### config.mk
export PLATFORM = sky130hd
export DESIGN_NAME = supply_status_regs
export DESIGN_NICKNAME = d
export VERILOG_FILES = /design/src/design/supply_status_pkg.sv /design/src/design/supply_status_regs.sv
export VERILOG_INCLUDE_DIRS = /design/src /design/src/design
export SDC_FILE = /design/constraint.sdc
export NUM_CORES = 1
export LEC_CHECK = 0
export BUFFER_PORTS_ARGS = -buffer_cell sky130_fd_sc_hd__buf_2
export CORE_MARGIN = 3
export CORE_UTILIZATION = 55
export DETAILED_ROUTE_END_ITERATION = 12
export GPL_TIMING_DRIVEN = 0
export PLACE_DENSITY = 0.79
export REMOVE_ABC_BUFFERS = 1
export SYNTH_ARGS = -nofsm -noshare
export SYNTH_HDL_FRONTEND = slang
export SYNTH_SLANG_ARGS = --single-unit
### constraint.sdc
create_clock -name clk -period 2.77 [get_ports clk]
set_input_delay 0.6925 -clock clk [delete_from_list [all_inputs] [get_ports clk]]
set_output_delay 0.6925 -clock clk [all_outputs]
set_load 0.1 [all_outputs]
### src/design/supply_status_defs.svh
`ifndef SUPPLY_STATUS_DEFS_SVH
`define SUPPLY_STATUS_DEFS_SVH

// ---------------------------------------------
// Register addresses (7-bit frame address)
// ---------------------------------------------
`define ADDR_SUPPLY_A 7'h40
`define ADDR_SUPPLY_B 7'h41
`define ADDR_THERMAL 7'h42
`define ADDR_HISTORY 7'h43

// ---------------------------------------------
// Implemented bits and reset values
// ---------------------------------------------
`define MASK_SUPPLY_A 8'h5F
`define MASK_SUPPLY_B 8'hFF
`define MASK_THERMAL 8'h07
`define MASK_HISTORY_CLR 8'hC3
`define RST_SUPPLY_B_POR 8'h80
`define RST_SOFT 8'h00

// ---------------------------------------------
// Field positions
// ---------------------------------------------
`define POS_POR 7
`define POS_PRIOR_HI 7
`define POS_PRIOR_LO 6
`define POS_WDCNT_HI 3
`define POS_WDCNT_LO 2
`define POS_SPI_FAIL 1
`define POS_FAILURE 0

// ---------------------------------------------
// Codes
// ---------------------------------------------
`define PRIOR_CLEARED 2'h0
`define PRIOR_FAILURE 2'h1
`define PRIOR_SLEEP 2'h2
`define WD_CFG_TWO 2'h1
`define WD_CFG_FOUR 2'h3
`define WD_LIMIT_ONE 2'h1
`define WD_LIMIT_TWO 2'h2

// ---------------------------------------------
// Frame and timing
// ---------------------------------------------
`define FRAME_BITS 5'h10
`define ADDR_LAST_BIT 5'h07
`define BIT_CNT_MAX 5'h1F
`define CLK_MHZ 50
`define SHORT_TIME_US 4000
`define SHORT_CYCLES (`SHORT_TIME_US * `CLK_MHZ)

`endif

### src/design/supply_status_pkg.sv
package supply_status_pkg;

   typedef enum logic [2:0] {
      MODE_INIT,
      MODE_NORMAL,
      MODE_STOP,
      MODE_SLEEP,
      MODE_RESTART,
      MODE_FAILSAFE
   } op_mode_t;

   typedef enum logic [1:0] {
      SPI_IDLE,
      SPI_ADDR,
      SPI_DATA
   } spi_state_t;

   // One-cycle detection pulses, except main_uv_level
   typedef struct packed {
      logic battery_uv;
      logic aux3_oc;
      logic aux3_uv;
      logic aux3_ot;
      logic main_ov;
      logic main_warn;
      logic hs_uv;
      logic hs_ov;
      logic second_ot;
      logic second_uv;
      logic main_uv_level;
      logic main_uv_reset;
      logic repeat_uv_failsafe;
      logic thermal_shutdown_stage_two;
      logic thermal_shutdown_stage_one;
      logic thermal_prewarning_flag;
   } supply_events_t;

   typedef struct packed {
      logic watchdog_failure_counter;
      logic wd_trigger_ok;
      logic wd_stopped;
      logic wd_stop_by_fail;
      logic fail_output_act;
      logic failure_restart;
      logic illegal_stop_sleep;
      logic no_wake_sleep;
      logic sleep_restart;
      logic sleep_flags_uncleared;
      logic soft_reset;
   } history_events_t;

   typedef struct packed {
      logic [7:0] supply_a;
      logic [7:0] supply_b;
      logic [7:0] thermal;
      logic [7:0] history;
   } status_view_t;

endpackage

### src/design/supply_status_regs.sv
`timescale 1ns/1ps
`default_nettype none
`include "supply_status_defs.svh"

// How it works
// - Reserved bits always read zero and clear commands leave them alone.
// - First supply register latches battery undervoltage, main overvoltage, main prewarning.
// - First supply register latches third regulator overcurrent, undervoltage, overtemperature.
// - Power-on flag reads one after power-on, zero after soft reset.
// - Second supply register latches high-side supply undervoltage and overvoltage.
// - Second supply register latches second regulator overtemperature and undervoltage.
// - Main output below threshold over 4 ms after switch-on sets short flag.
// - Fail-safe entry after fourth consecutive main undervoltage reset sets its flag.
// - Main undervoltage failure causing reset latches bit 0.
// - In sleep with main regulator off, short, overvoltage, undervoltage stay unset.
// - Main undervoltage updates by mode; in restart only during short; always during short.
// - Thermal register latches shutdown stage two, stage one, prewarning.
// - Thermal flags stay set after condition leaves until host clears.
// - Prior-state field: 00 cleared, 01 failure, 10 sleep, 11 unused.
// - Illegal stop-to-sleep or sleep without wake source reports failure code.
// - Sleep attempt with wake flags still set reports sleep code.
// - Read-only watchdog failure counter saturates at 01 or 10, never 11.
// - Counter clears on good trigger or watchdog stop not caused by failure.
// - Configurations two and four keep a nonzero counter through watchdog stops until good trigger.
// - With strap low, first watchdog failure activates neither fail output nor flag.
// - Invalid serial command sets its flag; only host clear or soft reset resets it.
// - Fail output activation sets failure flag until host clears it.
// - Frame is 16 bits: 7-bit address, mode bit, data byte.
// - Mode bit one clears the addressed register; zero only reads.
module supply_status_regs
   import supply_status_pkg::*;
#(
   parameter int SHORT_CYCLES = `SHORT_CYCLES
) (
   input wire logic clk,
   input wire logic sys_rst,
   input wire logic spi_csn_n,
   input wire logic spi_sclk,
   input wire logic spi_mosi,
   output logic miso_r,
   output logic miso_oe_r,
   input wire logic cfg_strap,
   input wire logic [1:0] wd_config,
   input wire op_mode_t mode,
   input wire logic main_reg_off,
   input wire logic reset_output,
   input wire supply_events_t sev,
   input wire history_events_t hev,
   output status_view_t regs_r,
   output logic failsafe_req_r,
   output logic watchdog_failure_counter_output_req_r
);

   // ---------------------------------------------
   // Pin synchronisers
   // ---------------------------------------------
   logic csn_s1, csn_s2, csn_d;
   logic sclk_s1, sclk_s2, sclk_d;
   logic mosi_s1, mosi_s2;
   logic strap_s1, strap_s2;

   always_ff @(posedge clk) begin
      if (sys_rst) begin
         csn_s1 <= 1'b1;
         csn_s2 <= 1'b1;
         csn_d <= 1'b1;
         sclk_s1 <= 1'b0;
         sclk_s2 <= 1'b0;
         sclk_d <= 1'b0;
         mosi_s1 <= 1'b0;
         mosi_s2 <= 1'b0;
         strap_s1 <= 1'b0;
         strap_s2 <= 1'b0;
      end else begin
         csn_s1 <= spi_csn_n;
         csn_s2 <= csn_s1;
         csn_d <= csn_s2;
         sclk_s1 <= spi_sclk;
         sclk_s2 <= sclk_s1;
         sclk_d <= sclk_s2;
         mosi_s1 <= spi_mosi;
         mosi_s2 <= mosi_s1;
         strap_s1 <= cfg_strap;
         strap_s2 <= strap_s1;
      end
   end

   logic sclk_rise, sclk_fall, frame_start, frame_end;
   assign sclk_rise = sclk_s2 & ~sclk_d;
   assign sclk_fall = ~sclk_s2 & sclk_d;
   assign frame_start = ~csn_s2 & csn_d;
   assign frame_end = csn_s2 & ~csn_d;

   // ---------------------------------------------
   // Helpers
   // ---------------------------------------------
   function automatic logic [7:0] read_reg(input logic [6:0] a, input status_view_t r);
      case (a)
         `ADDR_SUPPLY_A: read_reg = r.supply_a;
         `ADDR_SUPPLY_B: read_reg = r.supply_b;
         `ADDR_THERMAL: read_reg = r.thermal;
         `ADDR_HISTORY: read_reg = r.history;
         default: read_reg = 8'h00;
      endcase
   endfunction

   function automatic logic [7:0] clr_mask(input logic req, input logic [6:0] a,
                                           input logic [6:0] target, input logic [7:0] m);
      clr_mask = (req && a == target) ? m : 8'h00;
   endfunction

   // ---------------------------------------------
   // Serial frame receiver
   // ---------------------------------------------
   spi_state_t state_r;
   logic [4:0] bit_cnt_r;
   logic [15:0] shift_r;
   logic [7:0] snap_r;

   always_ff @(posedge clk) begin
      if (sys_rst) begin
         state_r <= SPI_IDLE;
         bit_cnt_r <= 5'h00;
         shift_r <= 16'h0000;
      end else begin
         case (state_r)
            SPI_IDLE: begin
               if (frame_start) begin
                  state_r <= SPI_ADDR;
                  bit_cnt_r <= 5'h00;
                  shift_r <= 16'h0000;
               end
            end
            SPI_ADDR: begin
               if (frame_end) begin
                  state_r <= SPI_IDLE;
               end else if (sclk_rise) begin
                  shift_r[bit_cnt_r[3:0]] <= mosi_s2;
                  bit_cnt_r <= bit_cnt_r + 5'h01;
                  if (bit_cnt_r == `ADDR_LAST_BIT) begin
                     state_r <= SPI_DATA;
                  end
               end
            end
            SPI_DATA: begin
               if (frame_end) begin
                  state_r <= SPI_IDLE;
               end else if (sclk_rise) begin
                  if (bit_cnt_r < `FRAME_BITS) begin
                     shift_r[bit_cnt_r[3:0]] <= mosi_s2;
                  end
                  // Saturate so an overlong frame stays detectable
                  if (bit_cnt_r != `BIT_CNT_MAX) begin
                     bit_cnt_r <= bit_cnt_r + 5'h01;
                  end
               end
            end
            default: begin
               state_r <= SPI_IDLE;
            end
         endcase
      end
   end

   // ---------------------------------------------
   // Response shifter
   // ---------------------------------------------

   // Response byte captured once address is complete
   always_ff @(posedge clk) begin
      if (sys_rst) begin
         snap_r <= 8'h00;
      end else if (state_r == SPI_ADDR && sclk_rise && bit_cnt_r == `ADDR_LAST_BIT) begin
         snap_r <= read_reg(shift_r[6:0], regs_r);
      end
   end

   // Address byte answers zero; data byte returns snapshot LSB first
   always_ff @(posedge clk) begin
      if (sys_rst) begin
         miso_r <= 1'b0;
         miso_oe_r <= 1'b0;
      end else begin
         if (frame_start) begin
            miso_oe_r <= 1'b1;
            miso_r <= 1'b0;
         end else if (frame_end) begin
            miso_oe_r <= 1'b0;
            miso_r <= 1'b0;
         end else if (sclk_fall && state_r == SPI_DATA && bit_cnt_r < `FRAME_BITS) begin
            miso_r <= snap_r[bit_cnt_r[2:0]];
         end
      end
   end

   // ---------------------------------------------
   // Frame decode
   // ---------------------------------------------

   // Short or long frames act on nothing, only flag
   logic frame_ok, clr_req, spi_invalid;
   logic [6:0] clr_addr;
   assign frame_ok = frame_end && state_r == SPI_DATA && bit_cnt_r == `FRAME_BITS;
   assign clr_req = frame_ok && shift_r[7];
   assign clr_addr = shift_r[6:0];
   assign spi_invalid = frame_end && state_r != SPI_IDLE && !frame_ok;

   // ---------------------------------------------
   // Main regulator qualification
   // ---------------------------------------------
   logic [17:0] short_cnt_r;
   logic short_cond_r;
   logic ro_seen_r;

   always_ff @(posedge clk) begin
      if (sys_rst) begin
         short_cnt_r <= 18'h00000;
         short_cond_r <= 1'b0;
      end else if (!sev.main_uv_level || main_reg_off) begin
         short_cnt_r <= 18'h00000;
         short_cond_r <= 1'b0;
      end else if (short_cnt_r == 18'(SHORT_CYCLES)) begin
         short_cond_r <= 1'b1;
      end else begin
         short_cnt_r <= short_cnt_r + 18'h00001;
      end
   end

   // ---------------------------------------------
   // Mode gating
   // ---------------------------------------------

   // Remembers first reset release since the last restart
   always_ff @(posedge clk) begin
      if (sys_rst) begin
         ro_seen_r <= 1'b0;
      end else if (mode == MODE_RESTART) begin
         ro_seen_r <= 1'b0;
      end else if (reset_output) begin
         ro_seen_r <= 1'b1;
      end
   end

   logic sleep_off, uv_update_ok;
   assign sleep_off = mode == MODE_SLEEP && main_reg_off;
   always_comb begin
      case (mode)
         MODE_NORMAL, MODE_STOP: uv_update_ok = 1'b1;
         MODE_INIT: uv_update_ok = ro_seen_r || short_cond_r;
         MODE_RESTART: uv_update_ok = short_cond_r;
         default: uv_update_ok = short_cond_r;
      endcase
   end

   // ---------------------------------------------
   // Watchdog failure counter
   // ---------------------------------------------
   logic [1:0] wd_cnt_r;
   logic [1:0] wd_limit;
   logic wd_frozen;
   assign wd_limit = (wd_config == `WD_CFG_TWO) ? `WD_LIMIT_ONE : `WD_LIMIT_TWO;
   assign wd_frozen = (wd_config == `WD_CFG_TWO || wd_config == `WD_CFG_FOUR) &&
                      wd_cnt_r != 2'h0;

   always_ff @(posedge clk) begin
      if (sys_rst || hev.soft_reset) begin
         wd_cnt_r <= 2'h0;
      end else if (hev.wd_trigger_ok) begin
         wd_cnt_r <= 2'h0;
      end else if (hev.watchdog_failure_counter && wd_cnt_r < wd_limit) begin
         wd_cnt_r <= wd_cnt_r + 2'h1;
      end else if (hev.wd_stopped && !hev.wd_stop_by_fail && !wd_frozen) begin
         wd_cnt_r <= 2'h0;
      end
   end

   // Strap low spares the first failure from the fail output
   always_ff @(posedge clk) begin
      if (sys_rst) begin
         watchdog_failure_counter_output_req_r <= 1'b0;
      end else begin
         watchdog_failure_counter_output_req_r <= hev.watchdog_failure_counter && wd_cnt_r + 2'h1 >= wd_limit &&
                                 !(!strap_s2 && wd_cnt_r == 2'h0);
      end
   end

   // ---------------------------------------------
   // Fail-safe request
   // ---------------------------------------------

   // Registered so the mode logic sees a clean pulse
   always_ff @(posedge clk) begin
      if (sys_rst) begin
         failsafe_req_r <= 1'b0;
      end else begin
         failsafe_req_r <= sev.thermal_shutdown_stage_two;
      end
   end

   // ---------------------------------------------
   // Status flags
   // ---------------------------------------------
   logic [7:0] set_a, set_b, set_t, set_h;
   logic [7:0] clr_a, clr_b, clr_t, clr_h;
   logic [1:0] prior_nxt;

   assign set_a = {1'b0, sev.battery_uv, 1'b0, sev.aux3_oc, sev.aux3_uv,
                   sev.aux3_ot, sev.main_ov && !sleep_off, sev.main_warn};
   assign set_b = {1'b0, sev.hs_uv, sev.hs_ov, sev.second_ot,
                   sev.second_uv, short_cond_r && !sleep_off,
                   sev.repeat_uv_failsafe,
                   sev.main_uv_reset && uv_update_ok && !sleep_off};
   assign set_t = {5'h00, sev.thermal_shutdown_stage_two, sev.thermal_shutdown_stage_one, sev.thermal_prewarning_flag};
   assign set_h = {6'h00, spi_invalid,
                   hev.fail_output_act || watchdog_failure_counter_output_req_r};

   // ---------------------------------------------
   // Clear masks
   // ---------------------------------------------

   assign clr_a = clr_mask(clr_req, clr_addr, `ADDR_SUPPLY_A, `MASK_SUPPLY_A);
   assign clr_b = clr_mask(clr_req, clr_addr, `ADDR_SUPPLY_B, `MASK_SUPPLY_B);
   assign clr_t = clr_mask(clr_req, clr_addr, `ADDR_THERMAL, `MASK_THERMAL);
   assign clr_h = clr_mask(clr_req, clr_addr, `ADDR_HISTORY, `MASK_HISTORY_CLR);

   // ---------------------------------------------
   // Prior-state field
   // ---------------------------------------------

   always_comb begin
      prior_nxt = regs_r.history[`POS_PRIOR_HI:`POS_PRIOR_LO];
      if (clr_h[`POS_PRIOR_HI]) begin
         prior_nxt = `PRIOR_CLEARED;
      end
      // Failure outranks sleep when both arrive together
      if (hev.failure_restart || hev.illegal_stop_sleep || hev.no_wake_sleep) begin
         prior_nxt = `PRIOR_FAILURE;
      end else if (hev.sleep_restart || hev.sleep_flags_uncleared) begin
         prior_nxt = `PRIOR_SLEEP;
      end
   end

   // ---------------------------------------------
   // Register update
   // ---------------------------------------------

   // Set wins over a clear in the same cycle
   always_ff @(posedge clk) begin
      if (sys_rst) begin
         regs_r.supply_a <= `RST_SOFT;
         regs_r.supply_b <= `RST_SUPPLY_B_POR;
         regs_r.thermal <= `RST_SOFT;
         regs_r.history <= `RST_SOFT;
      end else if (hev.soft_reset) begin
         regs_r.supply_a <= `RST_SOFT;
         regs_r.supply_b <= `RST_SOFT;
         regs_r.thermal <= `RST_SOFT;
         regs_r.history <= `RST_SOFT;
      end else begin
         regs_r.supply_a <= ((regs_r.supply_a & ~clr_a) | set_a) & `MASK_SUPPLY_A;
         regs_r.supply_b <= (regs_r.supply_b & ~clr_b) | set_b;
         regs_r.thermal <= ((regs_r.thermal & ~clr_t) | set_t) & `MASK_THERMAL;
         regs_r.history[`POS_PRIOR_HI:`POS_PRIOR_LO] <= prior_nxt;
         regs_r.history[5:4] <= 2'h0;
         regs_r.history[`POS_WDCNT_HI:`POS_WDCNT_LO] <= wd_cnt_r;
         regs_r.history[`POS_SPI_FAIL] <= (regs_r.history[`POS_SPI_FAIL] &
                                           ~clr_h[`POS_SPI_FAIL]) | set_h[`POS_SPI_FAIL];
         regs_r.history[`POS_FAILURE] <= (regs_r.history[`POS_FAILURE] &
                                          ~clr_h[`POS_FAILURE]) | set_h[`POS_FAILURE];
      end
   end

endmodule
`default_nettype wire

Yosys cells after proc, flatten, opt, wreduce, memory -nomap -nowiden
Cells that the tools add are included.
W data, S select, Z words.
- flip-flop bits (word level): 97
- input port bits: 40
- output and inout bits: 36
- logic and storage cells: 190
- $add $sub $neg: 3
- magnitude comparators: 6
- equality and inequality tests: 26
- muxes and demuxes: 40
- bitwise gates (word level): 23
- reduce and logical (&&, ||, !) cells: 61
- operators by type and width (kind ; count):
    $mux W16 ; 6
    $pmux W16 S3 ; 1
    $pmux W8 S4 ; 1
    $mux W5 ; 6
    $eq A7 B7 Y1 const B ; 4
    $logic_and A1 B1 Y1 ; 26
    $mux W24 ; 1
    $mux W2 ; 11
    $add A18 B1 Y18 const B ; 1
    $eq A18 B18 Y1 const B ; 1
    $bwmux W16 ; 1
    $mux W8 ; 2
    $ne A2 B2 Y1 const B ; 8
    $pmux W5 S3 ; 1
    $reduce_and A7 Y1 ; 2
    $reduce_bool A2 Y1 ; 5
    $reduce_or A2 Y1 ; 5
    $and A8 B8 Y8 ; 1
    $logic_or A1 B1 Y1 ; 8
    $not A8 Y8 ; 1
    $or A8 B7 Y8 ; 1
    $and A7 B7 Y7 ; 1
    $logic_not A1 Y1 ; 7
    $mux W7 ; 1
    other kinds (36) ; 57

Depth between registers and ports, before layout
Gate-level depths: netlist of the first run.
- word-level depth: 11
- depth in mapped cells: 7
- gate-level depth less buffers: 7

Worst setup path after synthesis of the first run
No wires, ideal clock.
- path kind: register to register
- from: register bit_cnt_r[0]
- to: register bit_cnt_r[3]
- library setup time: 117 ps
- arrival time: 1914 ps
- required time: 2653 ps
- slack: 739 ps
- cell stages (with the launch flop): 8
- path buffers: 0
- period minus slack after synthesis: 2031 ps
- cells stage by stage: dfxtp_1 -> ha_1 -> and3_1 -> ha_1 -> nor4b_1 -> o311a_1 -> nand2_1 -> a32o_1
- cells in the longest elaborated chain, start to end: 5
- elaborated cells between the ends (all ways): 10
- those cells by class: add/sub: 1; eq/ne: 2; mux: 6; reduce/logical: 1
- ends and longest elaborated chain (element ; RTL line ; RTL):
    start: declaration ; supply_status_regs.sv:116 ; logic [4:0] bit_cnt_r;
    start signal: assignment ; supply_status_regs.sv:139 ; bit_cnt_r <= bit_cnt_r + 5'h01;
    start signal: assignment ; supply_status_regs.sv:154 ; bit_cnt_r <= bit_cnt_r + 5'h01;
    $add A5 B1 Y5 ; supply_status_regs.sv:139, supply_status_regs.sv:154 ;
    $mux W5 ; supply_status_regs.sv:153 ; if (bit_cnt_r != `BIT_CNT_MAX) begin
    $mux W5 ; supply_status_regs.sv:148 ; end else if (sclk_rise) begin
    $mux W5 ; supply_status_regs.sv:146 ; if (frame_end) begin
    $pmux W5 S3 ; supply_status_regs.sv:126 ; case (state_r)
Several ways; a longest one is shown, not always the timed one. The select of a mux whose other input is x is not followed.
A chain may end at the register's enable or synchronous reset.

Worst setup path in the final report of the first run
- from: register bit_cnt_r[0]
- to: register bit_cnt_r[2]
Same word-level chain as after synthesis.

==> impl_metrics.ini, run 1 <==
[placement]
port_buffers = 66
hpwlAfterDp_um = 6590
pre_cts_ws_ns = 0.117
place_inst = 595
gp_congestion = 0.861

[drt]
wl_um = 9160
drtIter0Drc = 229
via_count = 3462
drt_first_pass_iters = 4
via_per_inst = 5.67
drcViolationCount = 0
postRouteAntennaNets = 0
wl_per_cell_um = 15.0

[die]
die_x_um = 91.3
pin_count = 76
die_area_um2 = 8340
fp.dieH_um = 91.3
core_area_um2 = 6910
initial_core_util = 0.580
row_count = 30

[sta]
max_slew_margin = 0.345
finalHoldViolCount = 0
worst_slack_ns = 0.279
hold_slack_ns = 0.408
fmax_ghz = 0.402
clock_skew_ns = 0.0107
finalMaxSlewViolations = 0
setup-tns-final_ns = 0
setup_viol = 0
fin_crit_ns = 2.49
worstMarginPinSlew_ns = 0.979
period_share = 0.899
rsz0062_at_grt = no

[power_and_ir_drop]
p_leak_nw = 1.86
peakVddDrop_v = 0.000301
total_power_w = 0.00272
power_density_nw_per_um2 = 596

[critical_path]
cp_max_fo = 8
cp-start-kind = register
crit_arrival_ns = 2.78
cp-end-kind = register
cp.required_ns = 3.06
crit_type = reg -> reg

[synthesis]
async_flop_share = 0
yosysWarnings = 0
syn_inst = 446
synth.top_cell.area_share = 0.410
syn_area_per_cell_um2 = 8.97
seq_area_frac_synth = 0.410
synth-main-ff-cell = dfxtp_1
synth_area_leaders = dfxtp_1 41%, ha_1 5.6%, nor2_1 4.1%, nand2_1 3.6%, nand3_1 3.3%
syn_area_um2 = 4000
ys_top_cells_by_count = 82 x dfxtp_1, 44 x nor2_1, 38 x nand2_1
synth_top_cell_by_area = dfxtp_1
synthMostInstantiatedCell = dfxtp_1
synthDistinctLibCells = 60
synth-edff-count = 0
ys_ff_latch = 82

[clocking]
clock_latency_ns = 0.36
cts_made_buffers = 9
root_buffer = clkbuf_8
ctsHtreeMaxLevel = 3
cts_resized = 0
cts_tree = done
clk_pin_slew_ns = 0.08
ctsHoldBuffers = 0
clock_path_buffers = 2
post-cts-setup-buffer-count = 0
clock-sinks = 82

[global_route]
grt_antenna_before_repair = 0
grt_max_degree = 32
grt_first_pass_wirelength_um = 15600
grt_usage = 0.228
gr-total-overflow = 0
grt_pass1_vias = 3375

[hold_path]
hold_path_class = reg -> reg

[finish]
num-nets-final = 568
syn_to_final_growth_pct = 14.3
instances_no_fill = 611
diodes = 0
drive_above_1_share = 0.219

[run]
drv_cap = 0

[outcome]
status = completed
critical path, stage by stage (launching register included):
cell	delay [ns]
dfxtp_1	0.52
ha_1	0.36
and3_1	0.20
ha_1	0.14
nor4b_1	0.06
o311ai_0	0.81
o21ai_0	0.20
a21oi_1	0.15
registers in the layout, summed over array words and instances, names as in the netlist, 2 cells and up:
register and count:
snap_r 8, bit_cnt_r 5, state_r 2, wd_cnt_r 2, regs_r 23, short_cnt_r 18
shift_r 8
report_power, final:
part,internal (W),switching [W]
logic,0.000169,0.000413
registers,0.00121,0.0000339
clock network,0.000465,0.000432
total,0.00185,0.000879
layer usage:
layer / wire, um / GRT usage / vias to the layer above
li1: - / - / 1723
met1: 3940 / 0.288 / 1636
met2: 4590 / 0.383 / 94
met3: 505 / 0.0497 / 9
met4: 117 / 0.0829 / 0
met5: 0 / 0 / -
layout by cell type (no fill, tap or decap), types with 3 or more instances in the layout:
cell type	count
nor4b_1	5
and3_1	4
o21ai_0	24
mux2i_1	5
ha_1	18
nor3_1	10
a211oi_1	4
nor2b_1	12
nand2b_1	8
dfxtp_1	82
mux4_2	5
a32o_2	8
mux2_2	3
a22oi_1	7
buf_2	66
clkbuf_8	11
a31oi_1	5
or2_2	4
conb_1	9
inv_1	25
nand2_1	38
xnor2_1	8
a21oi_1	24
o211ai_1	3
nor2_1	44
nor4_1	7
nand3_1	26
through the flow:
stage                     utilization  area [um^2]
after floorplan                     -         3920
after detailed placement        0.633         4370
after global placement          0.633         4370
final                           0.663         4580
after global routing            0.663         4580
after CTS                       0.663         4580
logic make-up after synthesis:
family | after synthesis | share of synthesized area
flip-flops | 82 | 0.410
other | 1 | 0.000937
AO/OA/AOI/OAI | 93 | 0.162
buffers and inverters | 47 | 0.0525
multiplexers | 13 | 0.0491
XOR/XNOR | 9 | 0.0197
adder cells (fa/ha/maj) | 18 | 0.0563
AND/OR/NAND/NOR | 183 | 0.249
path summary, 6_finish.rpt:
check	start	endpoint	slack, ns	cells after the start
setup / recovery	bit_cnt_r[0]	bit_cnt_r[2]	0.28	7
hold / removal	csn_s1	csn_s2	0.41	1
setup reg to reg	bit_cnt_r[0]	bit_cnt_r[2]	0.28	7
hold reg to reg	csn_s1	csn_s2	0.41	1
cell type report:
type                       count  area, um^2
timing repair buffer          66         330
clock buffer                  12         155
clock inverter                 4        50.0
sequential                    82        1640
multi-input combinational    325        2180
tap                           96         120
inverter                      26        97.6
fill                         594        2330
No activity file was read; power rests on OpenSTA's default activity.
==> run 2, diff against run 1 <==
CORE_ASPECT_RATIO = 1.25   (was not set)
==> run 2 against run 1 <==
First-iteration DRC count grew 39%. Global-route usage grew 1.4 points. Clock power shrank 2.8%. Sequential cell count is the same. Final area shrank 0.38%. Sequential power is essentially flat. Sequential share of layout area grew 0.14 points. Die area is essentially flat. Critical path depth is the same. Largest power group unchanged.
==> impl_metrics.ini, run 2 (synthesis results as in run 1) <==
[drt]
wl_um = 9540
via_per_inst = 5.80
drtIter0Drc = 319
via_count = 3506
drcViolationCount = 0
postRouteAntennaNets = 0
drt_first_pass_iters = 5
wl_per_cell_um = 15.8

[die]
row_count = 34
core_area_um2 = 7020
fp.dieH_um = 101
die_x_um = 82.3
initial_core_util = 0.570
pin_count = 76
die_area_um2 = 8340

[global_route]
grt_first_pass_wirelength_um = 15500
grt_antenna_before_repair = 0
grt_pass1_vias = 3395
gr-total-overflow = 0
gr-usage-met3 = 0.0552
met2_usage = 0.425
grt_usage = 0.242
grt_max_degree = 32
busiest_layer = met2
grt_util_met1 = 0.273

[sta]
max_slew_margin = 0.327
period_share = 0.902
worstMarginPinSlew_ns = 1.01
setup_viol = 0
setup-tns-final_ns = 0
finalMaxSlewViolations = 0
clock_skew_ns = 0.0108
fmax_ghz = 0.400
rsz0062_at_grt = no
fin_crit_ns = 2.50
finalHoldViolCount = 0

[finish]
diodes = 0
largest_reg_flops = 23
mostFrequentLayoutCell = dfxtp_1
post-route-util = 0.649
multiInputGateArea_um2 = 2180
drive_above_1_share = 0.219
num-nets-final = 568
syn_to_final_growth_pct = 13.9
largestRegisters = regs_r (23), short_cnt_r (18)
layout_common_cells = 82 x dfxtp_1, 66 x buf_2, 44 x nor2_1
fill_cells = 605
seqCellArea_um2 = 1640
top_register = regs_r

[clocking]
clock_path_buffers = 2
clock_latency_ns = 0.36
cts_made_buffers = 9
root_buffer = clkbuf_8
post-cts-setup-buffer-count = 0
clock-sinks = 82
cts_resized = 0
ctsHoldBuffers = 0
clk_pin_slew_ns = 0.08
ctsHtreeMaxLevel = 3
cts_tree = done

[outcome]
status = completed

[critical_path]
cp_max_fo = 8
cpMaxStageDelayCell = o311ai_0
timing.rr.start = bit_cnt_r[0]
crit_arrival_ns = 2.78
worstPathCellList = ha_1, and3_1, ha_1, nor4b_1, o311ai_0, o21ai_0, a21oi_1
r2r_slack_ns = 0.27
cp_top_family = compound AO/OA/AOI/OAI gates
critPathBufInv = 0
cp.required_ns = 3.05
cp.depth = 7
cp-start-kind = register
critPathMaxStageDelay_ns = 0.74
reg2regPathDepth = 7
crit_path_frequent_cell = ha_1
cp-end-kind = register
crit_type = reg -> reg
r2r_end = bit_cnt_r[2]

[power_and_ir_drop]
p_leak_nw = 1.87
peakVddDrop_v = 0.000337
power_density_nw_per_um2 = 593

[hold_path]
min-delay-start = csn_s1
min_to = csn_s2
hold_path_class = reg -> reg
hold_depth = 1

[placement]
port_buffers = 66
gp_congestion = 0.881
hpwlAfterDp_um = 6950

[run]
drv_cap = 0
## run 2: how the worst max path moves through the flow
stage                       startpoint           end  slack (ns)
final                     bit_cnt_r[0]  bit_cnt_r[2]        0.27
after global routing      bit_cnt_r[0]  bit_cnt_r[2]        0.05
after CTS                 bit_cnt_r[0]  bit_cnt_r[2]        0.25
after detailed placement       sys_rst    shift_r[5]        0.11
after global placement         sys_rst    shift_r[0]        0.14
after floorplan           bit_cnt_r[0]  bit_cnt_r[3]        0.74
## run 2: area by class of cell
class | instances | share of cell area
Multi-Input combinational cell | 325 | 0.478
Clock buffer | 11 | 0.0310
Inverter | 26 | 0.0214
Sequential cell | 82 | 0.360
Clock inverter | 5 | 0.0118
Timing Repair Buffer | 66 | 0.0725
Tap cell | 90 | 0.0247
## run 2: metal layers
layer	up-vias	share of wire
li1	1713	-
met1	1666	0.40
met2	108	0.52
met3	19	0.055
met4	0	0.024
met5	-	0
## run 2: through the flow
step	instance area (um^2)	power (W)	setup slack, ns	cells	hold slack [ns]
2_1_floorplan	3920	0.00172	0.739	433	0.389
3_3_place_gp	4360	0.00183	0.136	589	0.398
3_5_place_dp	4360	0.00185	0.106	589	0.400
4_1_cts	4560	0.00271	0.253	605	0.423
5_1_grt	4560	0.00281	0.0470	605	0.440
6_report	4560	0.00270	0.270	605	0.421
## run 2: where the power goes
group | internal [W] | switching, W
Clock | 0.000439 | 0.000434
Combinational | 0.000169 | 0.000411
Sequential | 0.00121 | 0.0000371
